File: config.mk
export PLATFORM = sky130hd
export DESIGN_NAME = uart_rx_dma_modem
export DESIGN_NICKNAME = d
export VERILOG_FILES = /design/src/core/uart_rx_pkg.sv /design/src/core/uart_rx_dma_modem.sv /design/src/core/pin_sync.sv /design/src/core/rx_fifo.sv
export SDC_FILE = /design/constraint.sdc
export NUM_CORES = 1
export LEC_CHECK = 0
export BUFFER_PORTS_ARGS = -buffer_cell sky130_fd_sc_hd__buf_2
export CAP_MARGIN = 15
export CORE_ASPECT_RATIO = 0.6
export CORE_UTILIZATION = 55
export CTS_BUF_LIST = sky130_fd_sc_hd__clkbuf_2 sky130_fd_sc_hd__clkbuf_4 sky130_fd_sc_hd__clkbuf_8
export DETAILED_ROUTE_END_ITERATION = 8
export PLACE_DENSITY = 0.82
export SYNTH_ARGS = -nofsm -noshare
export SYNTH_HDL_FRONTEND = slang
export SYNTH_HIERARCHICAL = 1
export SYNTH_SLANG_ARGS = --single-unit
File: constraint.sdc
create_clock -name clk -period 2.8 [get_ports clk]
set_input_delay 0.28 -clock clk [delete_from_list [all_inputs] [get_ports clk]]
set_output_delay 0.28 -clock clk [all_outputs]
set_load 0.03 [all_outputs]
File: src/core/uart_rx_pkg.sv
// Shared constants and types for the receive, modem-status and DMA-ready block
package uart_rx_pkg;

    // Host read addresses
    localparam logic [2:0] ADDR_RX_DATA      = 3'h0;
    localparam logic [2:0] ADDR_MODEM_STATUS = 3'h6;

    // Modem status field positions
    localparam int MSR_RING_LEVEL_BIT = 6;
    localparam int MSR_RING_RISE_BIT  = 2;

    // Modem control field positions and reset value
    localparam int         MCR_RTS_BIT      = 1;
    localparam int         MCR_LOOP_BIT     = 4;
    localparam int         MCR_AUTOFLOW_BIT = 5;
    localparam logic [7:0] MCR_RESET        = 8'h00;

    // FIFO control field positions and reset value
    localparam int         FCR_ENABLE_BIT     = 0;
    localparam int         FCR_DMA_SELECT_BIT = 3;
    localparam int         FCR_TRIG_LSB       = 6;
    localparam logic [7:0] FCR_RESET          = 8'h00;

    // Receiver framing and timing
    localparam int DATA_W        = 8;
    localparam int FIFO_DEPTH    = 16;
    localparam int OVERSAMPLE    = 16;
    localparam int SAMPLE_MID    = OVERSAMPLE / 2 - 1;
    localparam int CHAR_BITS     = 10;
    localparam int TIMEOUT_CHARS = 4;
    localparam int TIMEOUT_TICKS = TIMEOUT_CHARS * CHAR_BITS * OVERSAMPLE;

    // Receive trigger levels, in characters
    localparam logic [4:0] TRIG_L0 = 5'h01;
    localparam logic [4:0] TRIG_L1 = 5'h04;
    localparam logic [4:0] TRIG_L2 = 5'h08;
    localparam logic [4:0] TRIG_L3 = 5'h0e;

    // Receiver states
    typedef enum logic [1:0] {
        RX_IDLE  = 2'b00,
        RX_START = 2'b01,
        RX_DATA  = 2'b10,
        RX_STOP  = 2'b11
    } rx_state_t;

    // Control bits written by software elsewhere in the UART
    typedef struct packed {
        logic [7:0] modemControlReg;
        logic [7:0] fifoControlReg;
        logic       modemIntEnable;
    } ctrl_t;

    // Host read pins
    typedef struct packed {
        logic       chipSelect;
        logic       readStrobeHigh;
        logic       readStrobeLow_n;
        logic [2:0] addr;
    } host_bus_t;

    // Trigger level lookup
    function automatic logic [4:0] trigLevel(input logic [1:0] sel);
        unique case (sel)
            2'b00: trigLevel = TRIG_L0;
            2'b01: trigLevel = TRIG_L1;
            2'b10: trigLevel = TRIG_L2;
            2'b11: trigLevel = TRIG_L3;
        endcase
    endfunction

endpackage

File: src/core/uart_rx_dma_modem.sv
// Receiver, host read port, ring status, request-to-send and receive DMA ready
`timescale 1ns/100ps
module uart_rx_dma_modem
    import uart_rx_pkg::*;
#(
    parameter int DEPTH = uart_rx_pkg::FIFO_DEPTH
) (
    input  wire logic                   clk,          // 25 MHz system clock
    input  wire logic                   rst,          // Master reset, high
    input  wire uart_rx_pkg::host_bus_t hostBus,      // Host read pins
    output logic [7:0]                  dataOut,      // Read data
    output logic                        dataOutEn,    // Drives data bus
    input  wire uart_rx_pkg::ctrl_t     ctrl,         // Software control bits
    input  wire logic                   rxSerial,     // Serial data pin
    input  wire logic                   rcvClk16,     // 16x baud clock pin
    input  wire logic                   ringInd_n,    // Ring indicator pin
    output logic                        rts_n,        // Request to send
    output logic                        rx_dma_ready_n, // Receive DMA ready
    output logic                        modemIrq,     // Modem status interrupt
    output logic                        overrun       // Character lost, pulse
);
    import uart_rx_pkg::*;

    if (DEPTH < 16) begin : g_bad_depth
        $error("depth must hold the highest trigger level");
    end

    localparam int LW = $clog2(DEPTH + 1);

    ////////////////////////////////////////////////////////////////////////
    // Pin synchronisers

    logic [8:0] pinRaw;
    logic [8:0] pinSync;
    logic       csS;
    logic       rdHighS;
    logic       rdLowS_n;
    logic [2:0] addrS;
    logic       rxS;
    logic       rclkS;
    logic       ringS_n;

    assign pinRaw = {rcvClk16, ringInd_n, rxSerial, hostBus};
    assign {rclkS, ringS_n, rxS, csS, rdHighS, rdLowS_n, addrS} = pinSync;

    // Idle levels: ring and strobe high, line marking
    pin_sync #(
        .W         (9),
        .RESET_VAL (9'h0c8)
    ) u_sync (
        .clk    (clk),
        .rst    (rst),
        .pinIn  (pinRaw),
        .pinOut (pinSync)
    );

    ////////////////////////////////////////////////////////////////////////
    // Receiver on 16x baud ticks

    logic           rclkPrev;
    logic           tick;
    rx_state_t      rxState;
    rx_state_t      next_rxState;
    logic [3:0]     phase;
    logic [2:0]     bitIdx;
    logic [7:0]     shiftReg;
    logic           charDone;
    logic           pend;
    logic [7:0]     pendData;
    logic           phaseEnd;
    logic           phaseMid;

    // Baud clock must stay below a quarter of clk for edges to be seen
    assign tick     = rclkS & ~rclkPrev;
    assign phaseEnd = phase == 4'(OVERSAMPLE - 1);
    assign phaseMid = phase == 4'(SAMPLE_MID);
    assign charDone = tick & (rxState == RX_STOP) & phaseEnd & rxS;

    // Receiver state decode
    always_comb begin
        next_rxState = rxState;
        unique case (rxState)
            RX_IDLE:  if (!rxS) next_rxState = RX_START;
            RX_START: if (phaseMid) next_rxState = rxS ? RX_IDLE : RX_DATA;
            RX_DATA:  if (phaseEnd && bitIdx == 3'h7) next_rxState = RX_STOP;
            RX_STOP:  if (phaseEnd) next_rxState = RX_IDLE;
        endcase
    end

    // Start is centred, later bits land mid-cell sixteen ticks apart
    always_ff @(posedge clk or posedge rst) begin
        if (rst) begin
            rclkPrev <= 1'b0;
            rxState  <= RX_IDLE;
            phase    <= 4'h0;
            bitIdx   <= 3'h0;
            shiftReg <= 8'h00;
        end else begin
            rclkPrev <= rclkS;
            if (tick) begin
                rxState <= next_rxState;
                phase   <= (rxState != next_rxState) ? 4'h0 : phase + 4'h1;
                if (rxState == RX_DATA && phaseEnd) begin
                    shiftReg <= {rxS, shiftReg[7:1]};
                    bitIdx   <= bitIdx + 3'h1;
                end
            end
        end
    end

    ////////////////////////////////////////////////////////////////////////
    // Holding stage and FIFO

    logic          fifoMode;
    logic          dmaMode1;
    logic          fifoInReady;
    logic          fifoValid;
    logic [7:0]    fifoHead;
    logic [LW-1:0] fifoLevel;
    logic          push;
    logic          pop;
    logic          next_pend;

    assign fifoMode = ctrl.fifoControlReg[FCR_ENABLE_BIT];
    // Without FIFOs the FIFO holds only one character, as a plain holding register
    assign push      = pend & fifoInReady & (fifoMode | ~fifoValid);
    assign next_pend = charDone | (pend & ~push);

    // Pending byte waits for room; a second byte meanwhile is lost
    always_ff @(posedge clk or posedge rst) begin
        if (rst) begin
            pend     <= 1'b0;
            pendData <= 8'h00;
            overrun  <= 1'b0;
        end else begin
            pend     <= next_pend;
            overrun  <= charDone & pend & ~push;
            if (charDone && (!pend || push)) begin
                pendData <= shiftReg;
            end
        end
    end

    rx_fifo #(
        .WIDTH (DATA_W),
        .DEPTH (DEPTH)
    ) u_fifo (
        .clk      (clk),
        .rst      (rst),
        .inValid  (push),
        .inReady  (fifoInReady),
        .inData   (pendData),
        .outValid (fifoValid),
        .outReady (pop),
        .outData  (fifoHead),
        .level    (fifoLevel)
    );

    ////////////////////////////////////////////////////////////////////////
    // Host read port

    logic       readActive;
    logic       readPrev;
    logic       readStart;
    logic       msrRead;
    logic [7:0] msrValue;
    logic [7:0] next_dataOut;
    logic       ringLevel;
    logic       ringPrev_n;
    logic       ringRise;
    logic       ring_rise_flag;

    assign readActive = csS & (rdHighS | ~rdLowS_n);
    assign readStart  = readActive & ~readPrev;
    assign pop        = readStart & (addrS == ADDR_RX_DATA);
    assign msrRead    = readStart & (addrS == ADDR_MODEM_STATUS);
    assign ringLevel  = ~ringS_n;
    assign msrValue   = (8'(ringLevel) << MSR_RING_LEVEL_BIT)
                      | (8'(ring_rise_flag) << MSR_RING_RISE_BIT);
    // Unmapped addresses read as zero
    assign next_dataOut = (addrS == ADDR_RX_DATA)      ? fifoHead :
                          (addrS == ADDR_MODEM_STATUS) ? msrValue : 8'h00;

    // Data is latched at strobe start so it holds steady for the whole cycle
    always_ff @(posedge clk or posedge rst) begin
        if (rst) begin
            readPrev  <= 1'b0;
            dataOut   <= 8'h00;
            dataOutEn <= 1'b0;
        end else begin
            readPrev  <= readActive;
            dataOutEn <= readActive;
            if (readStart) begin
                dataOut <= next_dataOut;
            end
        end
    end

    ////////////////////////////////////////////////////////////////////////
    // Ring indicator edge flag

    assign ringRise = ringS_n & ~ringPrev_n;
    assign modemIrq = ctrl.modemIntEnable & ring_rise_flag;

    // A new edge wins over a clear in the same cycle
    always_ff @(posedge clk or posedge rst) begin
        if (rst) begin
            ringPrev_n     <= 1'b1;
            ring_rise_flag <= 1'b0;
        end else begin
            ringPrev_n     <= ringS_n;
            ring_rise_flag <= ringRise | (ring_rise_flag & ~msrRead);
        end
    end

    ////////////////////////////////////////////////////////////////////////
    // Request to send

    logic [4:0] trigChars;
    logic       trigHit;
    logic       autoRts;
    logic       autoHold;
    logic       rtsWanted;

    assign trigChars = trigLevel(ctrl.fifoControlReg[FCR_TRIG_LSB +: 2]);
    assign trigHit   = fifoLevel >= LW'(trigChars);
    assign autoRts   = fifoMode & ctrl.modemControlReg[MCR_AUTOFLOW_BIT];
    assign rtsWanted = ctrl.modemControlReg[MCR_RTS_BIT]
                     & ~ctrl.modemControlReg[MCR_LOOP_BIT]
                     & ~(autoRts & autoHold);

    // Hold off from trigger until drained, so the line does not chatter
    always_ff @(posedge clk or posedge rst) begin
        if (rst) begin
            autoHold <= 1'b0;
            rts_n    <= 1'b1;
        end else begin
            autoHold <= trigHit | (autoHold & fifoValid);
            rts_n    <= ~rtsWanted;
        end
    end

    ////////////////////////////////////////////////////////////////////////
    // Receive timeout and DMA ready

    logic [9:0] idleCount;
    logic       timeoutHit;
    logic       mode1Active;
    logic       next_readyN;

    assign dmaMode1   = fifoMode & ctrl.fifoControlReg[FCR_DMA_SELECT_BIT];
    assign timeoutHit = idleCount == 10'(TIMEOUT_TICKS);
    assign next_readyN = dmaMode1 ? ~(mode1Active | trigHit | timeoutHit)
                                  : ~fifoValid;

    // Timeout counts ticks since the last push or pop while data waits
    always_ff @(posedge clk or posedge rst) begin
        if (rst) begin
            idleCount      <= 10'h000;
            mode1Active    <= 1'b0;
            rx_dma_ready_n <= 1'b1;
        end else begin
            if (push || pop || !fifoValid) begin
                idleCount <= 10'h000;
            end else if (tick && !timeoutHit) begin
                idleCount <= idleCount + 10'h001;
            end
            mode1Active    <= (mode1Active | trigHit | timeoutHit) & fifoValid;
            rx_dma_ready_n <= next_readyN;
        end
    end
endmodule

File: src/core/pin_sync.sv
// Three-stage pin synchroniser with agreement filter
`timescale 1ns/100ps
module pin_sync #(
    parameter int             W         = 1,
    parameter logic [W-1:0]   RESET_VAL = '0
) (
    input  wire logic         clk,    // System clock
    input  wire logic         rst,    // Async reset, high
    input  wire logic [W-1:0] pinIn,  // Raw pins
    output logic      [W-1:0] pinOut  // Filtered level
);
    logic [W-1:0] s1;
    logic [W-1:0] s2;
    logic [W-1:0] s3;

    // Change is taken only once stages two and three agree
    always_ff @(posedge clk or posedge rst) begin
        if (rst) begin
            s1     <= RESET_VAL;
            s2     <= RESET_VAL;
            s3     <= RESET_VAL;
            pinOut <= RESET_VAL;
        end else begin
            s1     <= pinIn;
            s2     <= s1;
            s3     <= s2;
            pinOut <= (s2 & s3) | (pinOut & (s2 ^ s3));
        end
    end
endmodule

File: src/core/rx_fifo.sv
// Receive FIFO with registered head word
`timescale 1ns/100ps
module rx_fifo #(
    parameter int WIDTH = 8,
    parameter int DEPTH = 16
) (
    input  wire logic                     clk,      // System clock
    input  wire logic                     rst,      // Async reset, high
    input  wire logic                     inValid,  // Push request
    output logic                          inReady,  // Room left
    input  wire logic [WIDTH-1:0]         inData,   // Push data
    output logic                          outValid, // Not empty
    input  wire logic                     outReady, // Pop request
    output logic      [WIDTH-1:0]         outData,  // Head word
    output logic      [$clog2(DEPTH+1)-1:0] level   // Words held
);
    localparam int AW = $clog2(DEPTH);

    if (DEPTH < 2 || (1 << AW) != DEPTH) begin : g_bad_depth
        $error("rx_fifo depth must be a power of two");
    end

    logic [WIDTH-1:0] mem [DEPTH];
    logic [AW-1:0]    wrPtr;
    logic [AW-1:0]    rdPtr;
    logic             push;
    logic             pop;
    logic [AW-1:0]    next_rdPtr;

    // Handshake decode
    assign inReady    = level != DEPTH[$clog2(DEPTH+1)-1:0];
    assign outValid   = level != '0;
    assign push       = inValid & inReady;
    assign pop        = outReady & outValid;
    assign next_rdPtr = pop ? rdPtr + 1'b1 : rdPtr;

    // Storage array, no reset needed
    always_ff @(posedge clk) begin
        if (push) begin
            mem[wrPtr] <= inData;
        end
    end

    // Pointers, level and head; bypass keeps head right on push to empty slot
    always_ff @(posedge clk or posedge rst) begin
        if (rst) begin
            wrPtr   <= '0;
            rdPtr   <= '0;
            level   <= '0;
            outData <= '0;
        end else begin
            wrPtr   <= push ? wrPtr + 1'b1 : wrPtr;
            rdPtr   <= next_rdPtr;
            level   <= level + push - pop;
            outData <= (push && wrPtr == next_rdPtr) ? inData : mem[next_rdPtr];
        end
    end
endmodule

==> results of run 1 <==
[flip-flops by register name, indices dropped and copies added (netlist names), 2 cells and up]
signal and cells:
bitIdx 3, dataOut 8, idleCount 10, pendData 8
phase 4, rxState 2, shiftReg 8, u_fifo/level 5
u_fifo/mem 128, u_fifo/outData 8, u_fifo/rdPtr 4, u_fifo/wrPtr 4
u_sync/pinOut 9, u_sync/s1 9, u_sync/s2 9, u_sync/s3 9
[Yosys cell counts (all sizes together) (10+ instances only)]
cell type,count
a21o,12
a21oi,16
a22o,10
buf,21
clkbuf,11
dfrtp,95
dfstp,15
edfxtp,128
ha,29
inv,31
mux2,34
mux4,64
nand2,43
nand3,15
nand3b,11
nand4,13
nor2,39
nor3,11
xnor2,14
[power by group through the flow]
stage	clock, µW	combinational, µW	sequential (µW)
global route	3050	2930	4340
detailed placement	0	2610	4360
finish	2850	2710	4310
floorplan	0	2020	4280
global placement	0	2470	4320
CTS	2890	2630	4290
[critical path: cells and delay by family (launching register included)]
kind | cells | cell delay (ps)
buf+inv | 2 | 390
flops | 1 | 400
simple gates | 3 | 730
compound gates | 3 | 1080
[cell type report]
| type | count | share of cell area, % |
|---|---|---|
| inverter | 31 | 0.9680 |
| tap | 266 | 2.654 |
| sequential | 238 | 52.81 |
| timing repair buffer | 91 | 5.089 |
| clock inverter | 10 | 0.6486 |
| multi-input combinational | 409 | 32.77 |
| clock buffer | 52 | 5.059 |
[stage by stage]
step	instance area [µm²]	setup slack, ps
3_5_place_dp	11620	41.47
6_report	12540	20.21
2_1_floorplan	11010	-18.46
5_1_grt	12540	-10.96
3_3_place_gp	11620	205.4
4_1_cts	12460	33.63
[metal layers]
metal | routed length (µm) | track usage [%] | vias to the layer above | share of wire, %
met1 | 9810 | 33.63 | 3462 | 42
met5 | 0 | 0 | - | 0
met3 | 2580 | 8.080 | 41 | 11
met2 | 10690 | 36.05 | 334 | 46
li1 | - | - | 2924 | -
met4 | 344 | 5.278 | 0 | 1.5
[path summary, 6_finish.rpt]
path,to,slack (ps),cells after the start
hold reg to reg,u_sync/s2[1]$_DFF_PP0_,350,0
hold / removal,rx_dma_ready_n$_DFF_PP1_,50,3
max in group asynchronous,u_fifo/rdPtr[0]$_DFF_PP0_,1630,3
setup / recovery,u_fifo/outData[1]$_DFF_PP0_,20,8
setup reg to reg,u_fifo/outData[1]$_DFF_PP0_,20,8
min in group asynchronous,u_sync/s3[2]$_DFF_PP0_,430,4
[cells by family (layout without fill, tap and decap cells)]
family | Yosys count | after routing | share of synthesized area, %
simple gates | 171 | 171 | 8.405
xor+xnor | 24 | 24 | 2.184
mux | 100 | 100 | 16.77
fa+ha+maj | 30 | 30 | 3.480
buf+inv | 63 | 184 | 2.843
flops | 238 | 238 | 60.13
compound gates | 84 | 84 | 6.188
[timing repair]
action / in CTS / in global routing
hold buffers: 13 / 0
gates resized for setup: 0 / 8
hold endpoints to repair: 89 / 0
endpoints found under the setup margin: 0 / 9
buffers inserted: 0 / 7
==> impl_metrics.py, run 1 <==
metrics = {
    "placement": {
        "place_congestion": 0.9217,
        "dpl.cell_count": 1015,
        "dpl.hpwl_um": 16160,
        "port_buffers": 31,
    },
    "global_routing": {
        "antenna_found_initial": 0,
        "grt_pass1_wl_um": 37330,
        "grt_max_degree": 39,
        "grt_pass1_vias": 6978,
        "grt_overflow": 0,
        "globalRouteTotalUtil_pct": 23.81,
    },
    "clock_tree": {
        "clk_latency_ps": 520,
        "cts_buffers": 35,
        "cts_sinks": 238,
        "cts_tree": "done",
        "cts.path.max_buffers": 3,
        "cts-root-buf": "clkbuf_8",
        "cts.reportedPaths.clkPinSlew_ps": 70,
        "htree_levels": 2,
    },
    "setup_path": {
        "cp-end-kind": "register",
        "path_cells": "nor3_1 -> and4b_2 -> nand2_4 -> inv_4 -> buf_4 -> o21ai_2 -> o211ai_1 -> o41ai_2",
        "cp_slowest_cell": "o211ai_1",
        "cp-start-kind": "register",
        "crit_required_ps": 3160,
        "r2r-start": "u_sync/pinOut[1]$_DFF_PP0_",
        "crit_start": "u_sync/pinOut[1]$_DFF_PP0_",
        "path_class": "register to register",
        "critPathArrivalTime_ps": 3140,
        "cp_slowest_stage_delay_ps": 650,
        "path_max_fanout": 24,
    },
    "timing": {
        "hold_slack_ps": 49.90,
        "fmax_mhz": 359.7,
        "fin_crit_ps": 2780,
        "fin_setup_tns_ps": 0,
        "relSlewSlack_pct": 41.55,
        "setup_viol": 0,
        "min_period_over_period_pct": 99.28,
        "finalHoldViolCount": 0,
        "tightestPinTransition_ps": 875.8,
        "final-max-slew-violation-count": 0,
        "fin_skew_ps": 14.58,
    },
    "floorplan": {
        "die_y_um": 111.5,
        "initial_core_util_pct": 56.93,
        "die_x_um": 184.6,
        "core_mm2": 0.01932,
        "rows": 39,
        "ios": 41,
        "fp.dieArea_mm2": 0.02059,
    },
    "cells_and_area": {
        "layout_commonest_cell": "edfxtp_1",
        "final_util_pct": 64.89,
        "multi_input_area_mm2": 0.004109,
        "fill_cells": 1288,
        "drive_above_1_share_pct": 35.26,
        "synthToLayoutAreaGrowth_pct": 13.98,
        "fin_cells": 1097,
        "seq_area_mm2": 0.006621,
        "diodes": 0,
        "layout_common_cells": "edfxtp_1, dfrtp_1, mux4_2",
        "nets": 864,
    },
    "drt": {
        "drc_errors": 0,
        "first_pass_iters": 5,
        "vias": 6761,
        "drt_iter0_drc": 701,
        "avgViaCountPerCell": 6.163,
        "wl_per_cell_um": 21.35,
        "routed_wl_um": 23430,
        "antenna_left": 0,
    },
    "power_and_ir_drop": {
        "p_per_area_mw_per_mm2": 786.8,
        "ir_worst_vdd_v": 0.0005486,
        "p_leak_uw": 0.004884,
        "combPwrFrac_pct": 27.5,
        "internal_power_uw": 6694,
        "clockPowerShare_pct": 28.9,
        "swShare_pct": 32.15,
        "total_power_uw": 9866,
        "seqPwrFrac_pct": 43.7,
        "power.switching_uw": 3171,
    },
    "synthesis": {
        "synth_ff_type": "edfxtp_1",
        "yosysUniqueCellTypes": 67,
        "synth_top_area_share_pct": 34.94,
        "synth-seq-cells": 238,
        "synth_nets": 768,
        "synth_area_leaders": "edfxtp_1, dfrtp_1, mux4_2, dfstp_2, mux2_2",
        "synth_top_area_cell": "edfxtp_1",
        "synth_edf_count": 128,
        "syn_area_mm2": 0.01100,
        "yosysSeqAreaShare_pct": 60.13,
        "yosysWarnings": 6,
        "postSynthCellCount": 710,
        "async_flop_share_pct": 46.22,
        "synth.avg_cell_area_um2": 15.49,
    },
    "worst_hold_path": {
        "hold_class": "input port to register",
        "hold_start": "ctrl[1]",
    },
    "status": {
        "outcome": "complete, no violations",
    },
    "flow_run": {
        "max_cap_violations": 0,
    },
}
No activity file was read; power rests on OpenSTA's default activity.
==> run 2, diff against run 1 <==
--- a/config.mk
+++ b/config.mk
@@ -9,7 +9,7 @@
 export CAP_MARGIN = 15
 export CORE_ASPECT_RATIO = 0.6
 export CORE_UTILIZATION = 55
-export CTS_BUF_LIST = sky130_fd_sc_hd__clkbuf_2 sky130_fd_sc_hd__clkbuf_4 sky130_fd_sc_hd__clkbuf_8
+export CTS_BUF_LIST = sky130_fd_sc_hd__clkbuf_4
 export DETAILED_ROUTE_END_ITERATION = 8
 export PLACE_DENSITY = 0.82
 export SYNTH_ARGS = -nofsm -noshare
==> run 2 against run 1 <==
Compared with the run above: total power down 2.1%; highest routed layer unchanged; first-iteration DRC count shrank 3.0%; via count up 1.2%; design area decreased by 0.36%; clock-buffer cell count rose by 32; register-to-register slack improved by 120 ps.
==> impl_metrics.py, run 2 (synthesized netlist as in run 1, its figures left out) <==
metrics = {
    "status": {
        "outcome": "complete, no violations",
    },
    "setup_path": {
        "cp-end-kind": "register",
        "r2r-start": "u_sync/pinOut[1]$_DFF_PP0_",
        "cp_slowest_cell": "o211ai_1",
        "r2r_slack_ps": 140,
        "cp-start-kind": "register",
        "rr_worst_depth": 8,
        "crit_start": "u_sync/pinOut[1]$_DFF_PP0_",
        "path_class": "register to register",
        "r2r-end": "u_fifo/outData[0]$_DFF_PP0_",
        "critPathArrivalTime_ps": 3160,
        "path_cells": "nor3_1 -> and4b_2 -> nand2_4 -> inv_4 -> buf_4 -> o21ai_2 -> o211ai_1 -> o41ai_2",
        "crit_end": "u_fifo/outData[0]$_DFF_PP0_",
        "cp_slowest_stage_delay_ps": 600,
        "path_max_fanout": 24,
        "crit_required_ps": 3310,
    },
    "global_routing": {
        "grt_overflow": 0,
        "grt_max_degree": 39,
        "grt_pass1_vias": 7007,
        "globalRouteTotalUtil_pct": 24.22,
        "grt_pass1_wl_um": 37920,
        "antenna_found_initial": 0,
    },
    "timing": {
        "setup_viol": 0,
        "finalWorstSetupSlack_ps": 142.1,
        "fin_setup_tns_ps": 0,
        "fmax_mhz": 376.2,
        "finalHoldViolCount": 0,
        "final-max-slew-violation-count": 0,
        "fin_skew_ps": 28.68,
        "tightestPinTransition_ps": 871.7,
        "fin_crit_ps": 2658,
        "min_period_over_period_pct": 94.93,
        "relSlewSlack_pct": 41.83,
    },
    "drt": {
        "routed_wl_um": 23710,
        "first_pass_iters": 7,
        "drc_errors": 0,
        "antenna_left": 0,
        "avgViaCountPerCell": 6.054,
        "vias": 6841,
        "wl_per_cell_um": 20.99,
        "drt_iter0_drc": 680,
    },
    "clock_tree": {
        "clk_latency_ps": 640,
        "cts-root-buf": "clkbuf_4",
        "htree_levels": 2,
        "cts_sinks": 238,
        "cts.reportedPaths.clkPinSlew_ps": 80,
        "cts_tree": "done",
        "cts.path.max_buffers": 3,
        "cts_buffers": 52,
    },
    "power_and_ir_drop": {
        "p_leak_uw": 0.004928,
        "p_per_area_mw_per_mm2": 773.2,
        "power.switching_uw": 3172,
        "ir_worst_vdd_v": 0.0005298,
        "swShare_pct": 32.83,
        "seqPwrFrac_pct": 44.5,
        "clockPowerShare_pct": 27.5,
        "internal_power_uw": 6488,
        "combPwrFrac_pct": 27.9,
    },
    "cells_and_area": {
        "synthToLayoutAreaGrowth_pct": 13.57,
        "diodes": 0,
        "largest_reg_flops": 128,
        "fill_cells": 1317,
        "layout_commonest_cell": "edfxtp_1",
        "layout_common_cells": "edfxtp_1, dfrtp_1, clkbuf_4",
        "top_register": "u_fifo/mem",
        "nets": 880,
        "largestRegisters": "u_fifo/mem: 128 flops, idleCount: 10 flops",
        "drive_above_1_share_pct": 36.81,
    },
    "floorplan": {
        "fp.dieArea_mm2": 0.02059,
        "die_x_um": 184.6,
        "initial_core_util_pct": 56.93,
        "rows": 39,
        "die_y_um": 111.5,
        "ios": 41,
        "core_mm2": 0.01932,
    },
    "worst_hold_path": {
        "hold_class": "input port to register",
        "hold_start": "ctrl[1]",
    },
    "placement": {
        "port_buffers": 31,
        "dpl.hpwl_um": 16160,
        "pre_cts_slack_ps": 41.47,
        "place_congestion": 0.9217,
    },
    "flow_run": {
        "max_cap_violations": 0,
    },
}
[run 2: metal layers]
layer | GRT usage [%] | share of wire (%)
met1 | 34.02 | 43
met2 | 36.81 | 46
met3 | 8.799 | 10
met4 | 4.500 | 0.89
met5 | 0 | 0
[run 2: through the flow]
stage          hold slack [ps]  utilization (%)  instances  area (µm²)  total power (µW)
6_report                 65.42            64.65       1130       12490              9660
5_1_grt                  92.95            64.65       1130       12490             10150
4_1_cts                  40.94            64.36       1125       12440              9649
3_5_place_dp             336.3            60.12       1015       11620              6965
3_3_place_gp             336.1            60.12       1015       11620              6792
2_1_floorplan            256.5                -        710       11010              6300
[run 2: critical path: cells and delay by family (launching register included)]
family,cells,cell delay (ps)
flops,1,400
compound gates,3,1020
buf+inv,2,380
simple gates,3,700
[run 2: worst min path at each step]
stage / endpoint / slack, ps / cells past startpoint
after floorplan: u_fifo/level[0]$_DFF_PP0_ / 260 / 1
after global placement: u_sync/s2[4]$_DFF_PP0_ / 340 / 0
after detailed placement: u_sync/s2[1]$_DFF_PP0_ / 340 / 0
after CTS: idleCount[9]$_DFFE_PP0P_ / 40 / 4
after global routing: idleCount[9]$_DFFE_PP0P_ / 90 / 4
final: idleCount[9]$_DFFE_PP0P_ / 70 / 4
[run 2: cell type report]
| class | instances | area (µm²) | share of cell area, % |
|---|---|---|---|
| inverters | 31 | 121.4 | 0.9715 |
| multi-input cells | 409 | 4106 | 32.87 |
| flip-flops and latches | 238 | 6621 | 53.00 |
| repair buffers | 90 | 633.1 | 5.068 |
| clock inverters | 12 | 47.55 | 0.3806 |
| well taps | 266 | 332.8 | 2.664 |
| clock buffers | 84 | 630.6 | 5.048 |
[run 2: repair_timing]
action / in CTS / in global routing
gates resized for setup: 0 / 6
hold buffers: 14 / 0
buffers inserted: 0 / 5
endpoints found under the setup margin: 0 / 9
endpoints found under the hold margin: 89 / 0
[run 2: power groups by stage]
stage                     sequential, µW  combinational (µW)  clock [µW]
final                               4300                2700        2660
after detailed placement            4360                2610           0
after floorplan                     4280                2020           0
after CTS                           4290                2630        2730
after global routing                4340                2910        2900
after global placement              4320                2470           0
